File: src/pswc_pkg.sv
package pswc_pkg;
    // Power states of the system
    typedef enum logic [2:0] {
        PS_S0,
        PS_S3,
        PS_S4,
        PS_S5
    } pswc_state_t;

    // Sleep request codes from the operating system
    typedef enum logic [1:0] {
        REQ_NONE,
        REQ_S3,
        REQ_S4,
        REQ_S5
    } pswc_req_t;

    localparam int unsigned CLK_HZ = 20_000_000;
    localparam int unsigned LONG_PRESS_MS = 4000;
    localparam int unsigned LONG_PRESS_CYC = CLK_HZ / 1000 * LONG_PRESS_MS;
    localparam int unsigned DEBOUNCE_US = 10000;
    localparam int unsigned DEBOUNCE_CYC = CLK_HZ / 1000_000 * DEBOUNCE_US;
    localparam logic RST_S5_WAKE_EN = 1'b0;
    localparam logic RST_FAN_ON = 1'b0;
    localparam pswc_state_t RST_STATE = PS_S5;
    localparam logic RST_PWR_ON = 1'b0;
    localparam logic RST_INTR = 1'b0;
    localparam logic RST_WAKE = 1'b0;
endpackage

File: src/pswc_debounce.sv
`timescale 1ns/100ps
module pswc_debounce #(
    parameter int unsigned STABLE_CYC = 200_000
) (
    input wire logic clk,
    input wire logic rstn,
    input wire logic rawIn,
    output logic cleanOut
);
    localparam int CW = $clog2(STABLE_CYC + 1);

    logic sync1_q, sync1_d, sync2_q, sync2_d;
    logic clean_q, clean_d;
    logic [CW-1:0] cnt_q, cnt_d;

    // Two-stage synchroniser, then a stability counter
    always_comb begin
        sync1_d = rawIn;
        sync2_d = sync1_q;
        clean_d = clean_q;
        cnt_d = cnt_q;
        if (sync2_q == clean_q) begin
            cnt_d = '0;
        end else if (cnt_q == CW'(STABLE_CYC - 1)) begin
            cnt_d = '0;
            clean_d = sync2_q;
        end else begin
            cnt_d = cnt_q + 1'b1;
        end
    end

    always_ff @(posedge clk or negedge rstn) begin
        if (!rstn) begin
            sync1_q <= 1'b0;
            sync2_q <= 1'b0;
            clean_q <= 1'b0;
            cnt_q <= '0;
        end else begin
            sync1_q <= sync1_d;
            sync2_q <= sync2_d;
            clean_q <= clean_d;
            cnt_q <= cnt_d;
        end
    end

    assign cleanOut = clean_q;
endmodule

File: src/pswc_top.sv
`timescale 1ns/100ps
// Overview of operation
// - Short press: off to on, on-sleep toggle
// - Long press forces soft-off from on/sleep
// - Switch, RTC, PCIe wake from S3-S5
// - PS/2, serial, USB wake only S3
// - LAN/PME wake S3,S4; S5 if enabled
// - Closed chassis switch records intrusion
// - Software soft-off without the switch
// - Fans on only in S0
module pswc_top
    import pswc_pkg::*;
#(
    parameter int unsigned LONG_CYC = pswc_pkg::LONG_PRESS_CYC,
    parameter int unsigned DEB_CYC = pswc_pkg::DEBOUNCE_CYC
) (
    input wire logic clk,
    input wire logic rstn,
    input wire logic pwrSwitchPressed,
    input wire logic chassisClosed,
    input wire logic rtcAlarm,
    input wire logic pcieWake,
    input wire logic lanWake,
    input wire logic pmeWake,
    input wire logic ps2Wake,
    input wire logic serialWake,
    input wire logic usbWake,
    input wire logic s5WakeEnable,
    input wire pswc_pkg::pswc_req_t osSleepReq,
    input wire logic intrusionClear,
    output pswc_pkg::pswc_state_t powerState,
    output logic sysPowerOn,
    output logic fanOn,
    output logic intrusionFlag,
    output logic wakeEvent
);
    import pswc_pkg::*;

    localparam int LW = $clog2(LONG_CYC + 1);

    logic swClean, chClean;

    pswc_debounce #(.STABLE_CYC(DEB_CYC)) u_swDeb (
        .clk(clk),
        .rstn(rstn),
        .rawIn(pwrSwitchPressed),
        .cleanOut(swClean)
    );

    pswc_debounce #(.STABLE_CYC(DEB_CYC)) u_chDeb (
        .clk(clk),
        .rstn(rstn),
        .rawIn(chassisClosed),
        .cleanOut(chClean)
    );

    // Press timing
    logic [LW-1:0] hold_q;
    logic [LW-1:0] hold_d;
    logic longDone_q;
    logic longDone_d;
    logic swPrev_q;
    logic swPrev_d;
    logic shortRel;
    logic longHit;

    always_comb begin
        hold_d = hold_q;
        longDone_d = longDone_q;
        swPrev_d = swClean;
        shortRel = 1'b0;
        longHit = 1'b0;
        if (swClean) begin
            if (!longDone_q) begin
                if (hold_q == LW'(LONG_CYC - 1)) begin
                    longHit = 1'b1;
                    longDone_d = 1'b1;
                end else begin
                    hold_d = hold_q + 1'b1;
                end
            end
        end else begin
            if (swPrev_q && !longDone_q) begin
                shortRel = 1'b1;
            end
            hold_d = '0;
            longDone_d = 1'b0;
        end
    end

    always_ff @(posedge clk or negedge rstn) begin
        if (!rstn) begin
            hold_q <= '0;
            longDone_q <= 1'b0;
            swPrev_q <= 1'b0;
        end else begin
            hold_q <= hold_d;
            longDone_q <= longDone_d;
            swPrev_q <= swPrev_d;
        end
    end

    // Wake enable for LAN and PME from S5
    logic s5En_q;
    logic s5En_d;

    always_comb begin
        s5En_d = s5WakeEnable;
    end

    always_ff @(posedge clk or negedge rstn) begin
        if (!rstn) begin
            s5En_q <= RST_S5_WAKE_EN;
        end else begin
            s5En_q <= s5En_d;
        end
    end

    // Power state
    pswc_state_t state_q;
    pswc_state_t state_d;
    logic anyWake;

    always_comb begin
        anyWake = 1'b0;
        unique case (state_q)
            PS_S3: anyWake = rtcAlarm | pcieWake | lanWake | pmeWake
                | ps2Wake | serialWake | usbWake;
            PS_S4: anyWake = rtcAlarm | pcieWake | lanWake
                | pmeWake;
            PS_S5: anyWake = rtcAlarm | pcieWake
                | (s5En_q & (lanWake | pmeWake));
            default: anyWake = 1'b0;
        endcase

        state_d = state_q;
        if (longHit && state_q != PS_S5) begin
            state_d = PS_S5;
        end else if (state_q == PS_S0) begin
            if (shortRel) begin
                state_d = PS_S3;
            end else begin
                unique case (osSleepReq)
                    REQ_S3: state_d = PS_S3;
                    REQ_S4: state_d = PS_S4;
                    REQ_S5: state_d = PS_S5;
                    default: state_d = PS_S0;
                endcase
            end
        end else if (shortRel || anyWake) begin
            state_d = PS_S0;
        end
    end

    always_ff @(posedge clk or negedge rstn) begin
        if (!rstn) begin
            state_q <= RST_STATE;
        end else begin
            state_q <= state_d;
        end
    end

    // Wake pulse on the way back to S0
    logic wake_q;
    logic wake_d;

    always_comb begin
        wake_d = (state_q != PS_S0) && (state_d == PS_S0);
    end

    always_ff @(posedge clk or negedge rstn) begin
        if (!rstn) begin
            wake_q <= RST_WAKE;
        end else begin
            wake_q <= wake_d;
        end
    end

    // Supply and fan enables follow the next state
    logic fan_q;
    logic fan_d;
    logic pwr_q;
    logic pwr_d;

    always_comb begin
        fan_d = (state_d == PS_S0);
        pwr_d = (state_d == PS_S0);
    end

    always_ff @(posedge clk or negedge rstn) begin
        if (!rstn) begin
            fan_q <= RST_FAN_ON;
            pwr_q <= RST_PWR_ON;
        end else begin
            fan_q <= fan_d;
            pwr_q <= pwr_d;
        end
    end

    // Intrusion latch
    logic intr_q;
    logic intr_d;

    always_comb begin
        // Set wins over clear
        intr_d = chClean | (intr_q & ~intrusionClear);
    end

    always_ff @(posedge clk or negedge rstn) begin
        if (!rstn) begin
            intr_q <= RST_INTR;
        end else begin
            intr_q <= intr_d;
        end
    end

    assign powerState = state_q;
    assign sysPowerOn = pwr_q;
    assign fanOn = fan_q;
    assign intrusionFlag = intr_q;
    assign wakeEvent = wake_q;
endmodule

File: config.mk
export PLATFORM = sky130hd
export DESIGN_NAME = pswc_top
export DESIGN_NICKNAME = d
export VERILOG_FILES = /design/src/pswc_pkg.sv /design/src/pswc_debounce.sv /design/src/pswc_top.sv
export SDC_FILE = /design/constraint.sdc
export NUM_CORES = 1
export LEC_CHECK = 0
export BUFFER_PORTS_ARGS = -buffer_cell sky130_fd_sc_hd__buf_4
export CAP_MARGIN = 20
export CORE_UTILIZATION = 40
export DETAILED_ROUTE_END_ITERATION = 8
export PLACE_DENSITY_LB_ADDON = 0.12
export SLEW_MARGIN = 10
export SYNTH_ARGS = -nofsm -noshare
export SYNTH_HDL_FRONTEND = slang
export SYNTH_SLANG_ARGS = --single-unit
File: constraint.sdc
create_clock -name clk -period 1.9 [get_ports clk]
set_input_delay 0.095 -clock clk [delete_from_list [all_inputs] [get_ports clk]]
set_output_delay 0.095 -clock clk [all_outputs]
set_load 0.1 [all_outputs]
==> reports/metrics.csv, run 1 <==
metric,value,unit
DR vias/cell,5.13,
DIE AREA,10100,um^2
"critical path fanouts, max",7,
violated checks,negative setup slack,
Total Wirelength,7820,um
"Avg Cell Area, Syn",9.77,um^2
FF-to-FF path depth,6,
Synth Register Bits,78,
Max IR drop VDD,0.389,mV
PwrDens,689,nW/um^2
Worst Tran Pin Value,0.503,ns
CP Launch Type,flip-flop,
RSZ-0062 raised after global routing,yes,
Setup Slack @ Placement,-0.112,ns
hold depth,3,
clk_lat worst skew,0.35,ns
synthesized area,3890,um^2
initial antenna violation count,0,
Worst Path Required,2.17,ns
Area Growth Syn to Fin,23.5,%
ANT cells,0,
final instance area,4800,um^2
Die Ht,101,um
Post-DP Area,4460,um^2
Max-Slew Margin vs Limit,0.662,
GRT met3 Usage,0.0368,
Setup crit end kind,flip-flop,
Max H-tree Level,3,
Tcrit/Tclk final,1.03,
Cell variety after synth,50,
clock sinks,78,
die width,101,um
I/O pin count,22,
# DRC,0,
final net count,476,
mux contribution to synthesized area,0.0235,
leading area contributor after synthesis,dfrtp_1,
total global-route track usage,0.169,
hpwl dp,5360,um
TritonCTS Buffers,9,
Clock transition at path regs,0.08,ns
WHS,0.0239,ns
DR WL/cell,13.2,um
compound-gate portion of the synthesized area,0.0560,
P_leak,0.00208,uW
worst reg2reg startpoint,hold_q[16],
final cell count without fillers,592,
PortBufs,21,
met2 global-route usage,0.258,
most used routing layer,met2,
setup TNS,-0.367,ns
CTS tree,yes,
Reg area,1950,um^2
# fillers,872,
main combinational cell family by area after synthesis,simple AND/OR/NAND/NOR gates,
worst endpoint data arrival time,2.22,ns
Setup-failing EPs final,12,
1st-pass router iterations,4,
layout cells sized above 1,0.238,
Syn Inst Count,398,
FMAX,512,MHz
RePlAce Congestion,0.773,
Yosys top cell area share,0.489,
Hold EP,intrusionFlag,
Ys Warns,0,
FF-to-FF End,hold_q[5],
Synth Net Count,416,
Post-DRT Antenna Nets,0,
MaxCap Viol Count,0,
Reg2Reg Setup Slack,-0.05,ns
Synth area leaders,"dfrtp_1 49%, nor2_1 5.7%, xor2_1 5.4%",
HP Start,intrusionClear,
placed instance count,571,
first-pass GRT wire length,13400,um
Longest Clk Path Bufs,2,
crit path kind,flip-flop to flip-flop,
Synth Area in XOR/XNOR,0.0968,
Overflow after GRT,0,
Period minus WS final,1.95,ns
Synth Area in Adders,0.00965,
number of cell rows,35,
type of the worst min-delay path,input pin to flip-flop,
Vias,3038,
Worst Clk Skew,0.00919,ns
Root Buffer Master,clkbuf_8,
Starting Density,0.417,
vias in the first global route,2849,
Final Max Tran Viols,0,
status,"complete, but fails checks",
largest net degree at the start of global routing,41,
Post-Synth Simple-Gate Area,0.274,
Final WS setup,-0.0535,ns
Final Hold Viols,0,
post-synthesis sequential area ratio,0.503,
Core Box Area,9330,um^2
drt initial violations,78,
area of the multi-input gates,1880,um^2
met1 usage,0.235,
==> routing by layer <==
layer,vias to the layer above,share of wire
met3,4,0.027
met4,0,0.0078
met2,45,0.45
li1,1490,-
met5,-,0
met1,1499,0.51
==> worst max-delay path by stage <==
stage,from,endpoint,slack [ns],cells after the start
global placement,hold_q[19],hold_q[1],-0.07,6
global route,hold_q[14],hold_q[13],-0.16,6
CTS,hold_q[17],hold_q[5],-0.07,6
floorplan,hold_q[19],sysPowerOn,0.0008,6
finish,hold_q[16],hold_q[5],-0.05,6
detailed placement,hold_q[19],hold_q[1],-0.11,6
==> cell type report <==
cell class,instances,area share
clock buffers,10,0.0266
clock inverters,6,0.0146
inverters,14,0.0109
multi-input cells,289,0.392
flip-flops and latches,78,0.407
well taps,129,0.0336
repair buffers,66,0.115
==> power by group <==
group / switching, uW / total (uW) / leakage [uW] / internal (uW)
clock: 632 / 1250 / 0.0000891 / 614
combinational: 241 / 338 / 0.000932 / 97.3
sequential: 30.5 / 1720 / 0.00106 / 1690
==> per-stage QoR <==
step	power [uW]	utilization
2_1_floorplan	1980	-
4_1_cts	3360	0.509
3_3_place_gp	2090	0.478
3_5_place_dp	2090	0.478
6_report	3310	0.515
5_1_grt	3460	0.515
==> timing repair <==
action / 4_1_cts / 5_1_grt
hold endpoints to repair: 42 / 0
setup buffers: 0 / 1
hold buffers: 4 / 0
setup endpoints to repair: 19 / 62
pin swaps: 10 / 8
cloned: 0 / 0
resized for setup: 11 / 12
==> Yosys cell counts (all sizes together) <==
master / number
dfrtp: 76
nor2: 59
nand2: 33
nand3: 27
xor2: 24
xnor2: 19
inv: 14
nand4: 13
and3: 12
a21oi: 10
nand2b: 10
nor3: 10
buf: 9
clkbuf: 8
mux2i: 8
nor4: 8
o21ai: 5
or4: 5
a31o: 4
and4: 4
nor4b: 4
or4b: 4
a21o: 3
ha: 3
nor3b: 3
or2: 3
a22oi: 2
a31oi: 2
and2: 2
dfstp: 2
o31ai: 2
o41ai: 2
a21boi: 1
a32oi: 1
and3b: 1
mux2: 1
nand3b: 1
nand4bb: 1
o2111ai: 1
or3b: 1
==> registers in the layout (all words and copies together) (netlist names), 3 cells and up <==
name / flops
powerState: 3
u_swDeb.cnt_q: 18
u_chDeb.cnt_q: 18
hold_q: 27
==> placed cells by master (no fill, tap or decap), types with 5 or more instances in the layout <==
cell      instances
and3_1           10
a21oi_1           8
dfrtp_1          76
clkbuf_8          9
o21ai_0           5
inv_1            13
mux2i_1           8
nand2b_1         10
nor3_1            9
nand2_1          31
buf_4            57
nand3_1          23
xnor2_1          19
xor2_1           24
nand4_1          13
nor2_1           59
==> cells by family (layout without fill, tap and decap cells) <==
| group | count (synthesis) | after routing |
|---|---|---|
| fa+ha+maj | 3 | 3 |
| compound gates | 33 | 33 |
| xor+xnor | 43 | 43 |
| simple gates | 201 | 201 |
| flops | 78 | 78 |
| mux | 9 | 9 |
| buf+inv | 31 | 96 |
==> critical path, stage by stage (launching register included) <==
cell	delay, ns
dfrtp_1	0.40
or4_4	0.53
nor4_4	0.34
a31oi_2	0.16
buf_6	0.19
nand3_1	0.09
mux2i_1	0.18
Power figures use the tool's default switching activity.
==> run 2: changes to the inputs <==
Settings changed: CAP_MARGIN 20 to 0.
Clock period 1.9 ns to 1.6 ns, I/O delays scaled along.
==> run 2 against run 1 <==
Maximum frequency is 0.43% higher. Largest cell class is now multi-input gates. Clock-buffer cell count is the same. Final area grew 20%. Critical path type unchanged. Highest routed layer unchanged. Wire length up 20%. The flow still finishes with violations (negative setup slack). Power grew 22%.
==> reports/metrics.csv, run 2 (synthesis results as in run 1) <==
metric,value,unit
Worst Tran Pin Value,0.606,ns
PwrDens,700,nW/um^2
MaxCap Viol Count,0,
drt initial violations,130,
CP Launch Type,flip-flop,
Total Wirelength,9370,um
Max H-tree Level,3,
I/O pin count,22,
1st-pass router iterations,4,
"most common cell after layout, fill and taps aside",buf_4,
type of the worst min-delay path,input pin to flip-flop,
final net count,546,
Max IR drop VDD,0.493,mV
total global-route track usage,0.200,
Period minus WS final,1.95,ns
Post-DP Area,4940,um^2
DR WL/cell,14.2,um
Final WS setup,-0.345,ns
status,"complete, but fails checks",
PortBufs,21,
P_leak,0.00259,uW
Reg2Reg Setup Slack,-0.35,ns
number of cell rows,35,
final instance area,5770,um^2
Vias,3318,
vias in the first global route,3449,
final cell count without fillers,662,
clock sinks,78,
Die Ht,101,um
Setup-failing EPs final,67,
Worst Clk Skew,0.0104,ns
layout cells sized above 1,0.445,
Biggest register,hold_q,
largest net degree at the start of global routing,39,
DR vias/cell,5.01,
Area Growth Syn to Fin,48.4,%
worst endpoint data arrival time,2.22,ns
Setup crit end kind,flip-flop,
# DRC,0,
violated checks,negative setup slack,
TritonCTS Buffers,9,
Clock transition at path regs,0.09,ns
Post-DRT Antenna Nets,0,
Core Box Area,9330,um^2
crit path cell chain,or4_4 -> nor4_4 -> buf_4 -> and3_4 -> o41ai_1 -> a21oi_1,
DIE AREA,10100,um^2
max FFs per register,27,
Longest Clk Path Bufs,2,
RSZ-0062 raised after global routing,yes,
most frequent cells in the layout,"112 x buf_4, 73 x dfrtp_1, 30 x nand2_1",
die width,101,um
Starting Density,0.417,
"critical path fanouts, max",6,
# fillers,782,
CTS tree,yes,
crit path max-delay cell type,or4_4,
hpwl dp,5970,um
WHS,0.0869,ns
Root Buffer Master,clkbuf_8,
Pwr Total,4040,uW
Critical Path Max Stage Delay,0.54,ns
first-pass GRT wire length,15900,um
initial antenna violation count,0,
FMAX,514,MHz
Tcrit/Tclk final,1.22,
clk_lat worst skew,0.35,ns
Final Hold Viols,0,
ANT cells,0,
largest registers,"hold_q: 27 flops, u_chDeb.cnt_q: 18 flops, u_swDeb.cnt_q: 18 flops",
placed instance count,624,
Worst Path Required,1.88,ns
crit path kind,flip-flop to flip-flop,
Overflow after GRT,0,
RePlAce Congestion,0.854,
Max-Slew Margin vs Limit,0.592,
Final Max Tran Viols,0,
run 2: worst paths after layout:
path	from	to	cells after the start
max in group asynchronous	rstn	u_swDeb.cleanOut	3
max	hold_q[16]	hold_q[9]	6
max reg2reg	hold_q[16]	hold_q[9]	6
min in group asynchronous	rstn	sysPowerOn	2
min reg2reg	u_chDeb.sync1_q	u_chDeb.sync2_q	0
min	osSleepReq[0]	powerState[0]	4
run 2: layer usage:
metal,vias to the layer above,global-route usage,wire length (um)
li1,1640,-,-
met1,1631,0.259,4240
met2,31,0.333,4780
met3,16,0.0368,173
met4,0,0.0792,172
met5,-,0,0
run 2: area by class of cell:
cell class / instances / area [um^2] / share of cell area
clock buffers: 10 / 138 / 0.0239
flip-flops and latches: 78 / 1960 / 0.339
clock inverters: 6 / 61.3 / 0.0106
multi-input cells: 290 / 2260 / 0.392
repair buffers: 135 / 1140 / 0.197
well taps: 129 / 161 / 0.0280
inverters: 14 / 52.6 / 0.00911
run 2: critical path: cells and delay by family (launching register included):
| family | cells | cell delay, ns |
|---|---|---|
| compound gates | 2 | 0.26 |
| flops | 1 | 0.38 |
| simple gates | 3 | 1.08 |
| buf+inv | 1 | 0.16 |
run 2: timing repair:
action,in CTS,in global routing
setup buffers,6,14
endpoints found under the setup margin,68,69
hold endpoints to repair,38,0
pin swaps,15,31
hold buffers,5,0
resized for setup,45,67
cloned,2,1
run 2: per-stage QoR:
| stage | util | TNS [ns] | worst slack [ns] |
|---|---|---|---|
| finish | 0.619 | -10.71 | -0.345 |
| global route | 0.619 | -14.73 | -0.409 |
| CTS | 0.585 | -10.56 | -0.349 |
| detailed placement | 0.530 | -13.08 | -0.375 |
| floorplan | - | -7.48 | -0.284 |
| global placement | 0.530 | -11.79 | -0.349 |
run 2: power breakdown:
group,switching (uW),total [uW],leakage (uW),internal [uW]
Combinational,330,489,0.00143,159
Sequential,25.2,2040,0.00106,2010
Clock,753,1510,0.000102,758
Total,1110,4040,0.00259,2930
==> run 3: changes to the inputs <==
==> constraint.sdc (replaced) <==
create_clock -name clk -period 1.9 [get_ports clk]
set_input_delay 0.19 -clock clk [delete_from_list [all_inputs] [get_ports clk]]
set_output_delay 0.19 -clock clk [all_outputs]
set_load 0.1 [all_outputs]
==> run 3 against run 2 <==
The run still ends with negative setup slack left. Critical path type unchanged. Clock power is 11% lower. Sequential share of layout area grew 6.8 points. Power decreased by 16%. Sequential cell count stayed put. Register-to-register slack better by 0.30 ns. Combinational power decreased by 31%. Largest power group unchanged. Clock skew grew 0.0023 ns. Global-route usage decreased by 3.1 points. Die area is the same.
==> reports/metrics.csv, run 3 (synthesis results as in run 1) <==
metric,value,unit
Vias,2972,
violated checks,negative setup slack,
largest registers,"hold_q: 27 flops, u_chDeb.cnt_q: 18 flops, u_swDeb.cnt_q: 18 flops",
FMAX,514,MHz
final net count,475,
die width,101,um
Biggest register,hold_q,
Max H-tree Level,3,
max FFs per register,27,
Setup-failing EPs final,11,
P_leak,0.00209,uW
initial antenna violation count,0,
Final Max Tran Viols,0,
Max IR drop VDD,0.445,mV
DR WL/cell,13.3,um
ANT cells,0,
crit path cell chain,or4_4 -> nor4_4 -> a31oi_2 -> buf_4 -> or4b_1 -> a21oi_1,
crit path max-delay cell type,or4_4,
Starting Density,0.417,
Area Growth Syn to Fin,23.6,%
Tcrit/Tclk final,1.02,
setup TNS,-0.285,ns
PwrDens,708,nW/um^2
number of cell rows,35,
Post-DRT Antenna Nets,0,
layout cells sized above 1,0.232,
worst endpoint data arrival time,2.17,ns
1st-pass router iterations,4,
Final WS setup,-0.0474,ns
Longest Clk Path Bufs,2,
DR vias/cell,5.03,
I/O pin count,22,
vias in the first global route,2946,
# fillers,871,
Max-Slew Margin vs Limit,0.674,
Core Box Area,9330,um^2
CTS tree,yes,
Period minus WS final,1.95,ns
CP Launch Type,flip-flop,
TritonCTS Buffers,9,
Worst Clk Skew,0.0127,ns
PortBufs,21,
Clock transition at path regs,0.09,ns
Pwr Total,3400,uW
# DRC,0,
"most common cell after layout, fill and taps aside",dfrtp_1,
Worst Tran Pin Value,0.487,ns
clock sinks,78,
Worst Path Required,2.12,ns
hpwl dp,5330,um
first-pass GRT wire length,13500,um
Setup crit end kind,flip-flop,
status,"complete, but fails checks",
final cell count without fillers,591,
type of the worst min-delay path,input pin to flip-flop,
DIE AREA,10100,um^2
RSZ-0062 raised after global routing,yes,
largest net degree at the start of global routing,45,
drt initial violations,157,
clk_lat worst skew,0.35,ns
RePlAce Congestion,0.782,
total global-route track usage,0.169,
MaxCap Viol Count,0,
Critical Path Max Stage Delay,0.54,ns
most frequent cells in the layout,"75 x dfrtp_1, 59 x nor2_1, 56 x buf_4",
Die Ht,101,um
Final Hold Viols,0,
crit path kind,flip-flop to flip-flop,
placed instance count,569,
Total Wirelength,7840,um
Overflow after GRT,0,
Root Buffer Master,clkbuf_8,
"critical path fanouts, max",3,
-- run 3: cell count changes in the layout (fill, tap and decap cells not counted), sizes merged --
cell	delta
and3	-1
dlygate4sd3	-1
buf	-69
bufinv	+1
clkinv	-1
-- run 3: layout make-up --
type | instances | area [um^2] | share of cell area
flip-flops and latches | 78 | 1960 | 0.407
multi-input cells | 289 | 1880 | 0.391
repair buffers | 65 | 543 | 0.113
well taps | 129 | 161 | 0.0336
clock buffers | 10 | 128 | 0.0266
clock inverters | 6 | 86.3 | 0.0180
inverters | 14 | 52.6 | 0.0109
-- run 3: routing by layer --
metal,vias up,GRT usage,wire (um)
li1,1494,-,-
met1,1424,0.228,3840
met2,50,0.276,3640
met3,4,0.0395,286
met4,0,0.0435,70
met5,-,0,0
-- run 3: critical path: cells and delay by family (launching register included) --
| kind | cells | cell delay [ns] |
|---|---|---|
| buffers and inverters | 1 | 0.19 |
| and+or+nand+nor | 3 | 1.03 |
| AOI/OAI and AO/OA | 2 | 0.22 |
| DFF | 1 | 0.38 |
-- run 3: power by group --
group | total, uW | internal [uW] | switching [uW]
clock | 1340 | 738 | 602
sequential | 1720 | 1690 | 30.1
combinational | 337 | 96.6 | 241
-- run 3: path summary, 6_finish.rpt --
kind | startpoint | to | slack, ns | depth (start not counted)
worst max-delay path | hold_q[14] | hold_q[9] | -0.05 | 6
max in group asynchronous | rstn | hold_q[12] | 0.94 | 3
worst max register to register | hold_q[14] | hold_q[9] | -0.05 | 6
min in group asynchronous | rstn | hold_q[25] | 0.34 | 2
worst min-delay path | intrusionClear | intrusionFlag | 0.12 | 3
worst min register to register | u_chDeb.sync1_q | u_chDeb.sync2_q | 0.35 | 0
-- run 3: timing repair --
| item | in CTS | in global routing |
|---|---|---|
| hold buffers | 4 | 0 |
| resized for setup | 12 | 10 |
| setup buffers | 0 | 2 |
| hold endpoints to repair | 35 | 0 |
| gates cloned | 0 | 0 |
| pin swaps | 10 | 7 |
| setup endpoints to repair | 15 | 56 |
-- run 3: through the flow --
step           utilization  cell area, um^2  setup WS (ns)  hold slack [ns]
2_1_floorplan            -             3890       0.000833           -0.106
3_3_place_gp         0.476             4440        -0.0687            0.189
3_5_place_dp         0.476             4440         -0.101            0.188
4_1_cts              0.509             4750        -0.0557            0.102
5_1_grt              0.515             4810         -0.122            0.106
6_report             0.515             4810        -0.0474            0.115
